### config.mk
export PLATFORM = sky130hd
export DESIGN_NAME = ssc_trim_regs
export DESIGN_NICKNAME = d
export VERILOG_FILES = /design/src/logic/ssc_pkg.sv /design/src/logic/ssc_correct.sv /design/src/logic/ssc_trim_regs.sv
export SDC_FILE = /design/constraint.sdc
export NUM_CORES = 1
export LEC_CHECK = 0
export BUFFER_PORTS_ARGS = -buffer_cell sky130_fd_sc_hd__buf_2
export CAP_MARGIN = 20
export CORE_UTILIZATION = 40
export DETAILED_ROUTE_END_ITERATION = 12
export MAX_ROUTING_LAYER = met4
export PLACE_DENSITY = 0.71
export SLEW_MARGIN = 20
export SYNTH_ARGS = -nofsm -noshare
export SYNTH_HDL_FRONTEND = slang
export SYNTH_SLANG_ARGS = --single-unit
export TNS_END_PERCENT = 30
### constraint.sdc
create_clock -name core_clk -period 3.1 [get_ports core_clk]
set_input_delay 0.31 -clock core_clk [delete_from_list [all_inputs] [get_ports core_clk]]
set_output_delay 0.31 -clock core_clk [all_outputs]
set_load 0.05 [all_outputs]
### src/logic/ssc_pkg.sv
`default_nettype none
package ssc_pkg;
    // register map, byte offsets on the management register port
    localparam logic [7:0] SSC_OFS_CURRENT_VALUE = 8'h18;
    localparam logic [7:0] SSC_OFS_GAIN_TRIM = 8'h23;
    localparam logic [7:0] SSC_OFS_OFFSET_TRIM = 8'h24;
    localparam logic [7:0] SSC_OFS_DIGITAL_TRIM = 8'h25;

    // reset values of the three trim registers
    localparam logic [7:0] SSC_RST_GAIN_TRIM = 8'h00;
    localparam logic [7:0] SSC_RST_OFFSET_TRIM = 8'h00;
    localparam logic [7:0] SSC_RST_DIGITAL_TRIM = 8'h00;
    localparam logic [7:0] SSC_RDATA_UNMAPPED = 8'h00;

    // field positions
    localparam int SSC_RANGE_MSB = 7;
    localparam int SSC_RANGE_LSB = 6;
    localparam int SSC_GAIN_MSB = 4;
    localparam int SSC_HIGH_SIDE_BIT = 7;
    localparam int SSC_OFFSET_NEG_BIT = 6;
    localparam int SSC_OFFSET_MAG_MSB = 5;

    // range codes
    localparam logic [1:0] SSC_RANGE_37M5 = 2'h0;
    localparam logic [1:0] SSC_RANGE_75M = 2'h1;
    localparam logic [1:0] SSC_RANGE_150M = 2'h2;

    // full-scale drop in units of 0.1 mV
    localparam logic [15:0] SSC_FS_37M5 = 16'h0177;
    localparam logic [15:0] SSC_FS_75M = 16'h02EE;
    localparam logic [15:0] SSC_FS_150M = 16'h05DC;
    // converter step in units of 10 nV
    localparam logic [15:0] SSC_LSB_15U26 = 16'h05F6;
    localparam logic [15:0] SSC_LSB_30U52 = 16'h0BEC;
    localparam logic [15:0] SSC_LSB_61U04 = 16'h17D8;
    // the undefined range code reports zero for both
    localparam logic [15:0] SSC_UNDEFINED = 16'h0000;
endpackage : ssc_pkg
`default_nettype wire

### src/logic/ssc_correct.sv
`timescale 1ns/1ps
`default_nettype none
module ssc_correct (
    input wire logic core_clk,
    input wire logic rst_n,
    input wire logic [7:0] raw_reading,
    input wire logic [7:0] correction_code,
    output logic [7:0] corrected_reading
);
    import ssc_pkg::*;

    typedef struct packed {
        logic [7:0] value;
    } ssc_corr_state_t;

    ssc_corr_state_t st_q;
    ssc_corr_state_t st_d;
    logic [9:0] sum;

    // trim is a signed offset; saturate so a large trim cannot wrap the reading
    always_comb begin
        st_d = st_q;
        sum = {2'h0, raw_reading} + {{2{correction_code[7]}}, correction_code};
        if (sum[9]) begin
            st_d.value = 8'h00;
        end else if (sum[8]) begin
            st_d.value = 8'hFF;
        end else begin
            st_d.value = sum[7:0];
        end
    end

    always_ff @(posedge core_clk or negedge rst_n) begin
        if (!rst_n) begin
            st_q <= '0;
        end else begin
            st_q <= st_d;
        end
    end

    assign corrected_reading = st_q.value;

    chk_trim_applied:
    assert property (@(posedge core_clk) disable iff (!rst_n)
        (correction_code == 8'h00) |=> (corrected_reading == $past(raw_reading)))
    else $error("zero trim altered the reading");
endmodule : ssc_correct
`default_nettype wire

### src/logic/ssc_trim_regs.sv
// What this block does
// - range field bits 7:6 picks full-scale drop 37.5, 75 or 150 mV
// - same field picks converter step 15.26, 30.52 or 61.04 uV
// - gain trim bits 4:0 is the gain code applied to the sense path
// - offset bit 6 set gives negative offset, clear gives positive
// - offset bits 5:0 are the common-mode correction magnitude
// - digital trim corrects the reading returned at offset 0x18
`timescale 1ns/1ps
`default_nettype none
module ssc_trim_regs (
    input wire logic core_clk,
    input wire logic rst_n,
    input wire logic [7:0] reg_addr,
    input wire logic reg_wr,
    input wire logic [7:0] reg_wdata,
    input wire logic reg_rd,
    output logic [7:0] reg_rdata,
    output logic reg_rvalid,
    input wire logic [7:0] raw_reading,
    output logic [1:0] sense_full_scale_range,
    output logic [15:0] full_scale_drop,
    output logic [15:0] lsb_weight,
    output logic [4:0] sense_gain_code,
    output logic high_side_select,
    output logic offset_negative,
    output logic [5:0] offset_magnitude_code,
    output logic [7:0] reading_correction_code,
    output logic [7:0] corrected_reading
);
    import ssc_pkg::*;

    typedef struct packed {
        logic [7:0] gain;
        logic [7:0] offs;
        logic [7:0] dtrim;
        logic [7:0] rdata;
        logic rvalid;
        logic [15:0] fs;
        logic [15:0] lsb;
    } ssc_top_state_t;

    ssc_top_state_t st_q;
    ssc_top_state_t st_d;
    logic [7:0] corrected;

    // the reading path; trim takes effect on the next sample after a write
    ssc_correct ssc_correct_i (
        .core_clk(core_clk),
        .rst_n(rst_n),
        .raw_reading(raw_reading),
        .correction_code(st_q.dtrim),
        .corrected_reading(corrected)
    );

    // register writes, decode of the range field, registered read data
    always_comb begin
        st_d = st_q;
        if (reg_wr) begin
            case (reg_addr)
                SSC_OFS_GAIN_TRIM: st_d.gain = reg_wdata;
                SSC_OFS_OFFSET_TRIM: st_d.offs = reg_wdata;
                SSC_OFS_DIGITAL_TRIM: st_d.dtrim = reg_wdata;
                default: st_d.gain = st_q.gain;
            endcase
        end
        // decoded from the next value so tables follow a write in the same edge
        case (st_d.gain[SSC_RANGE_MSB:SSC_RANGE_LSB])
            SSC_RANGE_37M5: begin
                st_d.fs = SSC_FS_37M5;
                st_d.lsb = SSC_LSB_15U26;
            end
            SSC_RANGE_75M: begin
                st_d.fs = SSC_FS_75M;
                st_d.lsb = SSC_LSB_30U52;
            end
            SSC_RANGE_150M: begin
                st_d.fs = SSC_FS_150M;
                st_d.lsb = SSC_LSB_61U04;
            end
            default: begin
                // code 11 has no meaning; report zero rather than guess
                st_d.fs = SSC_UNDEFINED;
                st_d.lsb = SSC_UNDEFINED;
            end
        endcase
        st_d.rvalid = reg_rd;
        st_d.rdata = SSC_RDATA_UNMAPPED;
        if (reg_rd) begin
            case (reg_addr)
                SSC_OFS_CURRENT_VALUE: st_d.rdata = corrected;
                SSC_OFS_GAIN_TRIM: st_d.rdata = st_q.gain;
                SSC_OFS_OFFSET_TRIM: st_d.rdata = st_q.offs;
                SSC_OFS_DIGITAL_TRIM: st_d.rdata = st_q.dtrim;
                default: st_d.rdata = SSC_RDATA_UNMAPPED;
            endcase
        end
    end

    always_ff @(posedge core_clk or negedge rst_n) begin
        if (!rst_n) begin
            st_q.gain <= SSC_RST_GAIN_TRIM;
            st_q.offs <= SSC_RST_OFFSET_TRIM;
            st_q.dtrim <= SSC_RST_DIGITAL_TRIM;
            st_q.rdata <= SSC_RDATA_UNMAPPED;
            st_q.rvalid <= 1'b0;
            st_q.fs <= SSC_FS_37M5;
            st_q.lsb <= SSC_LSB_15U26;
        end else begin
            st_q <= st_d;
        end
    end

    // outputs are flop slices; software owns the meaning of high_side_select
    assign reg_rdata = st_q.rdata;
    assign reg_rvalid = st_q.rvalid;
    assign sense_full_scale_range = st_q.gain[SSC_RANGE_MSB:SSC_RANGE_LSB];
    assign full_scale_drop = st_q.fs;
    assign lsb_weight = st_q.lsb;
    assign sense_gain_code = st_q.gain[SSC_GAIN_MSB:0];
    assign high_side_select = st_q.offs[SSC_HIGH_SIDE_BIT];
    assign offset_negative = st_q.offs[SSC_OFFSET_NEG_BIT];
    assign offset_magnitude_code = st_q.offs[SSC_OFFSET_MAG_MSB:0];
    assign reading_correction_code = st_q.dtrim;
    assign corrected_reading = corrected;

    chk_fs_table:
    assert property (@(posedge core_clk) disable iff (!rst_n)
        (reg_wr && reg_addr == SSC_OFS_GAIN_TRIM && reg_wdata[7:6] == 2'h2)
        |=> (full_scale_drop == SSC_FS_150M) && (sense_full_scale_range == 2'h2))
    else $error("full-scale drop does not follow range code");

    chk_lsb_table:
    assert property (@(posedge core_clk) disable iff (!rst_n)
        (sense_full_scale_range == 2'h1) |-> (lsb_weight == SSC_LSB_30U52))
    else $error("step size does not follow range code");

    chk_gain_write:
    assert property (@(posedge core_clk) disable iff (!rst_n)
        (reg_wr && reg_addr == SSC_OFS_GAIN_TRIM)
        |=> (sense_gain_code == $past(reg_wdata[4:0])))
    else $error("gain code not taken from write");

    chk_offset_sign:
    assert property (@(posedge core_clk) disable iff (!rst_n)
        (reg_wr && reg_addr == SSC_OFS_OFFSET_TRIM)
        |=> (offset_negative == $past(reg_wdata[6]))
        && (high_side_select == $past(reg_wdata[7])))
    else $error("offset sign or side not taken from write");

    chk_offset_mag:
    assert property (@(posedge core_clk) disable iff (!rst_n)
        (reg_wr && reg_addr == SSC_OFS_OFFSET_TRIM) ##1 !reg_wr
        |=> (offset_magnitude_code == $past(reg_wdata[5:0], 2)))
    else $error("offset magnitude lost after write");

    chk_value_read:
    assert property (@(posedge core_clk) disable iff (!rst_n)
        (reg_rd && reg_addr == SSC_OFS_CURRENT_VALUE)
        |=> reg_rvalid && (reg_rdata == $past(corrected)))
    else $error("current value read does not return corrected reading");

    chk_trim_feeds:
    assert property (@(posedge core_clk) disable iff (!rst_n)
        (reg_wr && reg_addr == SSC_OFS_DIGITAL_TRIM)
        |=> (reading_correction_code == $past(reg_wdata)))
    else $error("digital trim not stored");

    chk_no_stray_valid:
    assert property (@(posedge core_clk) disable iff (!rst_n)
        !reg_rd |=> !reg_rvalid)
    else $error("read valid without a read");

    // table checks hold at all times, not only right after a write
    chk_low_range:
    assert property (@(posedge core_clk) disable iff (!rst_n)
        (sense_full_scale_range == 2'h0)
        |-> (full_scale_drop == SSC_FS_37M5) && (lsb_weight == SSC_LSB_15U26))
    else $error("lowest range decode wrong");

    chk_mid_range:
    assert property (@(posedge core_clk) disable iff (!rst_n)
        (sense_full_scale_range == 2'h1) |-> (full_scale_drop == SSC_FS_75M))
    else $error("middle range full-scale drop wrong");

    chk_high_range:
    assert property (@(posedge core_clk) disable iff (!rst_n)
        (sense_full_scale_range == 2'h2)
        |-> (lsb_weight == SSC_LSB_61U04) && (full_scale_drop == SSC_FS_150M))
    else $error("highest range decode wrong");

    chk_undefined_range:
    assert property (@(posedge core_clk) disable iff (!rst_n)
        (sense_full_scale_range == 2'h3)
        |-> (full_scale_drop == SSC_UNDEFINED) && (lsb_weight == SSC_UNDEFINED))
    else $error("undefined range code not reported as zero");

    // a write anywhere else, the reading offset included, must not touch a trim
    chk_unmapped_write:
    assert property (@(posedge core_clk) disable iff (!rst_n)
        (reg_wr && (reg_addr != SSC_OFS_GAIN_TRIM) && (reg_addr != SSC_OFS_OFFSET_TRIM)
        && (reg_addr != SSC_OFS_DIGITAL_TRIM))
        |=> $stable(sense_gain_code) && $stable(offset_magnitude_code)
        && $stable(reading_correction_code))
    else $error("unmapped write changed a trim");

    chk_read_answers:
    assert property (@(posedge core_clk) disable iff (!rst_n)
        reg_rd |=> reg_rvalid)
    else $error("read strobe got no answer");

    chk_gain_readback:
    assert property (@(posedge core_clk) disable iff (!rst_n)
        (reg_rd && reg_addr == SSC_OFS_GAIN_TRIM)
        |=> (reg_rdata[4:0] == $past(sense_gain_code)))
    else $error("gain trim read does not match gain code");

    chk_offset_readback:
    assert property (@(posedge core_clk) disable iff (!rst_n)
        (reg_rd && reg_addr == SSC_OFS_OFFSET_TRIM)
        |=> (reg_rdata[5:0] == $past(offset_magnitude_code))
        && (reg_rdata[6] == $past(offset_negative)))
    else $error("offset trim read does not match fields");

    // offset fields only move on a write to their own register
    chk_offset_hold:
    assert property (@(posedge core_clk) disable iff (!rst_n)
        !(reg_wr && reg_addr == SSC_OFS_OFFSET_TRIM)
        |=> $stable(high_side_select) && $stable(offset_negative)
        && $stable(offset_magnitude_code))
    else $error("offset fields changed without a write");
endmodule : ssc_trim_regs
`default_nettype wire

# Word level (Yosys, flattened, before mapping)
# Index checks and enable logic that the tools add are counted.
# op_classes
n_addsub	1
eq_ne	6
muxes	9
reduce_logical	4
# ops
op	n
one-hot mux 27 bit (3 select lines)	1
two-way mux 8 bit	6
one-hot mux 8 bit (4 select lines)	1
equality test 8 x 6 -> 1 bit (second input constant)	3
two-way mux 24 bit	1
adder 9 x 8 -> 10 bit	1
equality test 8 x 5 -> 1 bit (second input constant)	1
AND reduction 2 bit	3
equality test 2 x 1 -> 1 bit (second input constant)	1
equality test 2 bit (second input constant)	1
zero test 2 bit	1
# totals
ff_bits	73
in_bits	28

# Logic depth before layout (Yosys ltp)
# logic_depth
ltp_word	5
depth_mapped	8
ltp_nobuf	8

# Modules after synthesis
# From an unflattened synthesis, not the netlist that was laid out.
# unflattened
cells_unflattened	247
area_unflattened_um2	2892.8
# by_module_without_submodules
module	n_inst	cells_per_inst	area_per_inst_um2	seq_area_each_um2
ssc_trim_regs	1	191	2263.4	1006.0
ssc_correct	1	56	629.4	200.2

# Least setup slack after synthesis
# Ideal clock, no wire load.
# synth_timing
path_kind	reg2reg
start	register st_q (netlist bit reading_correction_code[0])
end	register ssc_correct_i.st_q (netlist bit ssc_correct_i.corrected_reading[2])
setup_ps	66
t_arrival_ps	1996
t_required_ps	3034
path_slack_ps	1039
path_stages_with_launch	8
n_path_buf	0
period_less_slack_ps	2061
cell_sequence	dfrtp_1 -> ha_1 -> fa_1 -> a211oi_1 -> o21ai_1 -> a31oi_1 -> xnor2_1 -> o21a_1
# synth_lines
item	line_no	rtl
from (decl)	ssc_trim_regs.sv:42	ssc_top_state_t st_q;
from (signal assigned)	ssc_trim_regs.sv:109	st_q <= st_d;
to (signal assigned)	ssc_correct.sv:37	st_q <= st_d;
to (decl)	ssc_correct.sv:16	ssc_corr_state_t st_q;

==> impl_results.md <==
* Yosys reg bits at 48
* Hold-fix buffers, CTS at 0
* Grt total ovfl at 0
* Top-area cell type share of the netlist area at 39.8%
* Cts repair resizes at 0
* Crit Path Category: reg -> reg
* Critical Path Source Type: flop
* Clk pin slew, worst setup/hold paths at 0.10 ns
* Drt wl/cell at 15.7 um
* Worst-path maximum fanout at 8
* Crit path required time at 3.35 ns
* Ant diodes at 0
* Worst VDD drop at ~0.00015 V
* RSZ-0062 raised after global routing: no
* Post-CTS setup buffers at 0
* Die height at 85.1 um
* Min Hold Slack at -0.00842 ns
* Initial DRC count at 88
* Slew Viols, Final at 0
* Nets at 318
* Drt first pass iters at 4
* FMAX at 440 MHz
* Worst R2R Start: reading_correction_code[0]
* Num CTS Buffers at 5
* Root buffer cell: clkbuf_8
* Bufs on Longest Clock Path at 2
* Number of global-route vias before repair at 1699
* Slew headroom at 56.9%
* # rows at 29
* Post-Route WL at 5.55 mm
* DR vias at 1763
* Antenna violations before repair at 0
* Overall routing resource usage at 16.6%
* Kind of end point of the critical path: flop
* Setup TNS at 0 ns
* Worst path max stage delay at 0.43 ns
* Io pins at 100
* Critical path, cell by cell: ha_1 > fa_1 > a211oi_1 > o21ai_1 > a31oi_1 > xnor2_1 > o21a_1
* Initial Utilization at 42.6%
* First-pass GRT wire length at 8.98 mm
* ANT nets after route at 0
* Final setup vio count at 0
* Largest net degree at the start of global routing at 49
* Final GP Congestion at 0.867
* Layout cell share with drive strength beyond 1 at between 50% and 60%
* Hold Path Class: in -> async
* Fin. Hold Viols at 13
* Via density at ~5
* Pwr dens at 507 nW/um^2
* Synth cell types at 35
* CTS sink cnt at 48
* CTS H-tree depth at 2
* Core ar. at between 6000 and 7000 um^2
* Synthesized cell area at 2770 um^2
* Fillers at 591
* CTS tree: built
* Static Leakage at 1.60 nW
* Clock Skews at approximately 0.0077 ns
* Top cells by area, synth: dfrtp_1 (40%), buf_4 (17%), mux2_2 (13%)
* Die X at 85.1 um
* Post-Synthesis Cells at 233
* Max-cap viol count at 0
* Die area at 7250 um^2
* Port bufs at 90
* Violations in the final reports: hold timing
* Mean post-synth cell area at around 12 um^2
* CP Data Arrival Time at around 2.5 ns
* Crit path from: reading_correction_code[0]
* Yosys warning count at 0
* Clk_lat worst skew at 0.31 ns
* Period utilization at 73.4%
* Slowest CP cell: dfrtp_1
* DRC at 0
* Placed wire-length estimate at 4.28 mm
* Post-synthesis sequential area ratio at 43.6%
* Worst Tran Pin Value at 0.643 ns
* Biggest area consumer among synthesized cells: dfrtp_1
* Synthesis-to-layout area growth at 7.47%
* Post-route minimum period at between 2 and 2.5 ns
* Status: complete, but fails checks
==> cell usage after synthesis, drive strengths merged <==
| cell type | count |
|---|---|
| o21bai | 1 |
| and4b | 1 |
| fa | 1 |
| xor2 | 3 |
| buf | 63 |
| nand2b | 1 |
| a211oi | 2 |
| o21ai | 3 |
| a222oi | 8 |
| inv | 4 |
| dfstp | 4 |
| o211ai | 1 |
| a31oi | 1 |
| a21o | 3 |
| nor4b | 2 |
| nand2 | 3 |
| nor2 | 16 |
| mux2 | 32 |
| nand3b | 1 |
| ha | 14 |
| conb | 1 |
| o21a | 8 |
| xnor2 | 5 |
| dfrtp | 44 |
| o31a | 1 |
| mux2i | 2 |
| a21oi | 5 |
| nand3 | 3 |
==> sequential cells by signal, summed over array words and instances (netlist names), 2 cells and up <==
register                         count
full_scale_drop                      6
offset_magnitude_code                6
reading_correction_code              8
reg_rdata                            8
sense_full_scale_range               2
sense_gain_code                      5
ssc_correct_i.corrected_reading      8
==> placed cells by master (no fill, tap or decap), drive strengths merged, types with 4 or more instances in the layout <==
cell and n:
a222oi 8, buf 90, ha 14, dfstp 4
nor2 16, xnor2 5, mux2 32, dfrtp 44
a21oi 5, clkbuf 5, inv 6, o21a 8
conb 9
==> through the flow <==
step	area (um^2)	total power [mW]	cells	worst slack (ns)	util (%)
after detailed placement	2870	1.13	345	0.810	44.2
after global routing	2970	1.57	353	0.677	45.8
after floorplan	2800	1.06	241	1.04	-
after global placement	2870	1.12	345	0.867	44.2
after CTS	2970	1.52	353	0.795	45.7
final	2970	1.51	353	0.826	45.8
==> routing by layer <==
layer	GRT usage, %	share of wire [%]	up-vias
li1	-	-	834
met1	20.7	44	836
met2	26.5	47	84
met3	3.21	6.7	9
met4	6.78	2.2	0
met5	-	0	-
==> cells by family after synthesis <==
family	after synthesis	synth area share, %
buffers and inverters	67	17.5
flip-flops	48	43.6
multiplexers	34	13.8
AO/OA/AOI/OAI	33	9.19
AND/OR/NAND/NOR	27	6.24
adder cells (fa/ha/maj)	15	7.06
XOR/XNOR	8	2.53
other	1	0.136
==> cell type report <==
type / instances / area (um^2) / area share [%]
Clock buffer: 5 / 68.8 / 2.32
Clock inverter: 3 / 26.3 / 0.884
Inverter: 4 / 15.0 / 0.505
Multi-Input combinational cell: 126 / 1110 / 37.2
Sequential cell: 48 / 1210 / 40.6
Tap cell: 77 / 96.3 / 3.24
Timing Repair Buffer: 90 / 453 / 15.2
==> power breakdown <==
group          internal (mW)  total, mW  switching, mW
Clock                  0.166      0.392          0.226
Sequential             0.669      0.705         0.0354
Combinational          0.103      0.411          0.308
Total                  0.938       1.51          0.569
==> final timing paths <==
check / to / slack, ns / cells past startpoint
setup reg to reg: ssc_correct_i.corrected_reading[5] / 0.83 / 7
hold reg to reg: offset_magnitude_code[5] / 0.54 / 1
min in group core_clk: reg_rvalid / 0.12 / 1
hold / removal: reg_rdata[0] / -0.008 / 1
max in group asynchronous: full_scale_drop[7] / 2.70 / 1
setup / recovery: ssc_correct_i.corrected_reading[5] / 0.83 / 7
==> critical path, delay by kind of cell, from the launching register on <==
kind            cells  cell delay, ns
xor+xnor            1            0.31
flops               1            0.43
fa+ha+maj           2            0.65
compound gates      4            0.81
No activity file was read; power rests on OpenSTA's default activity.
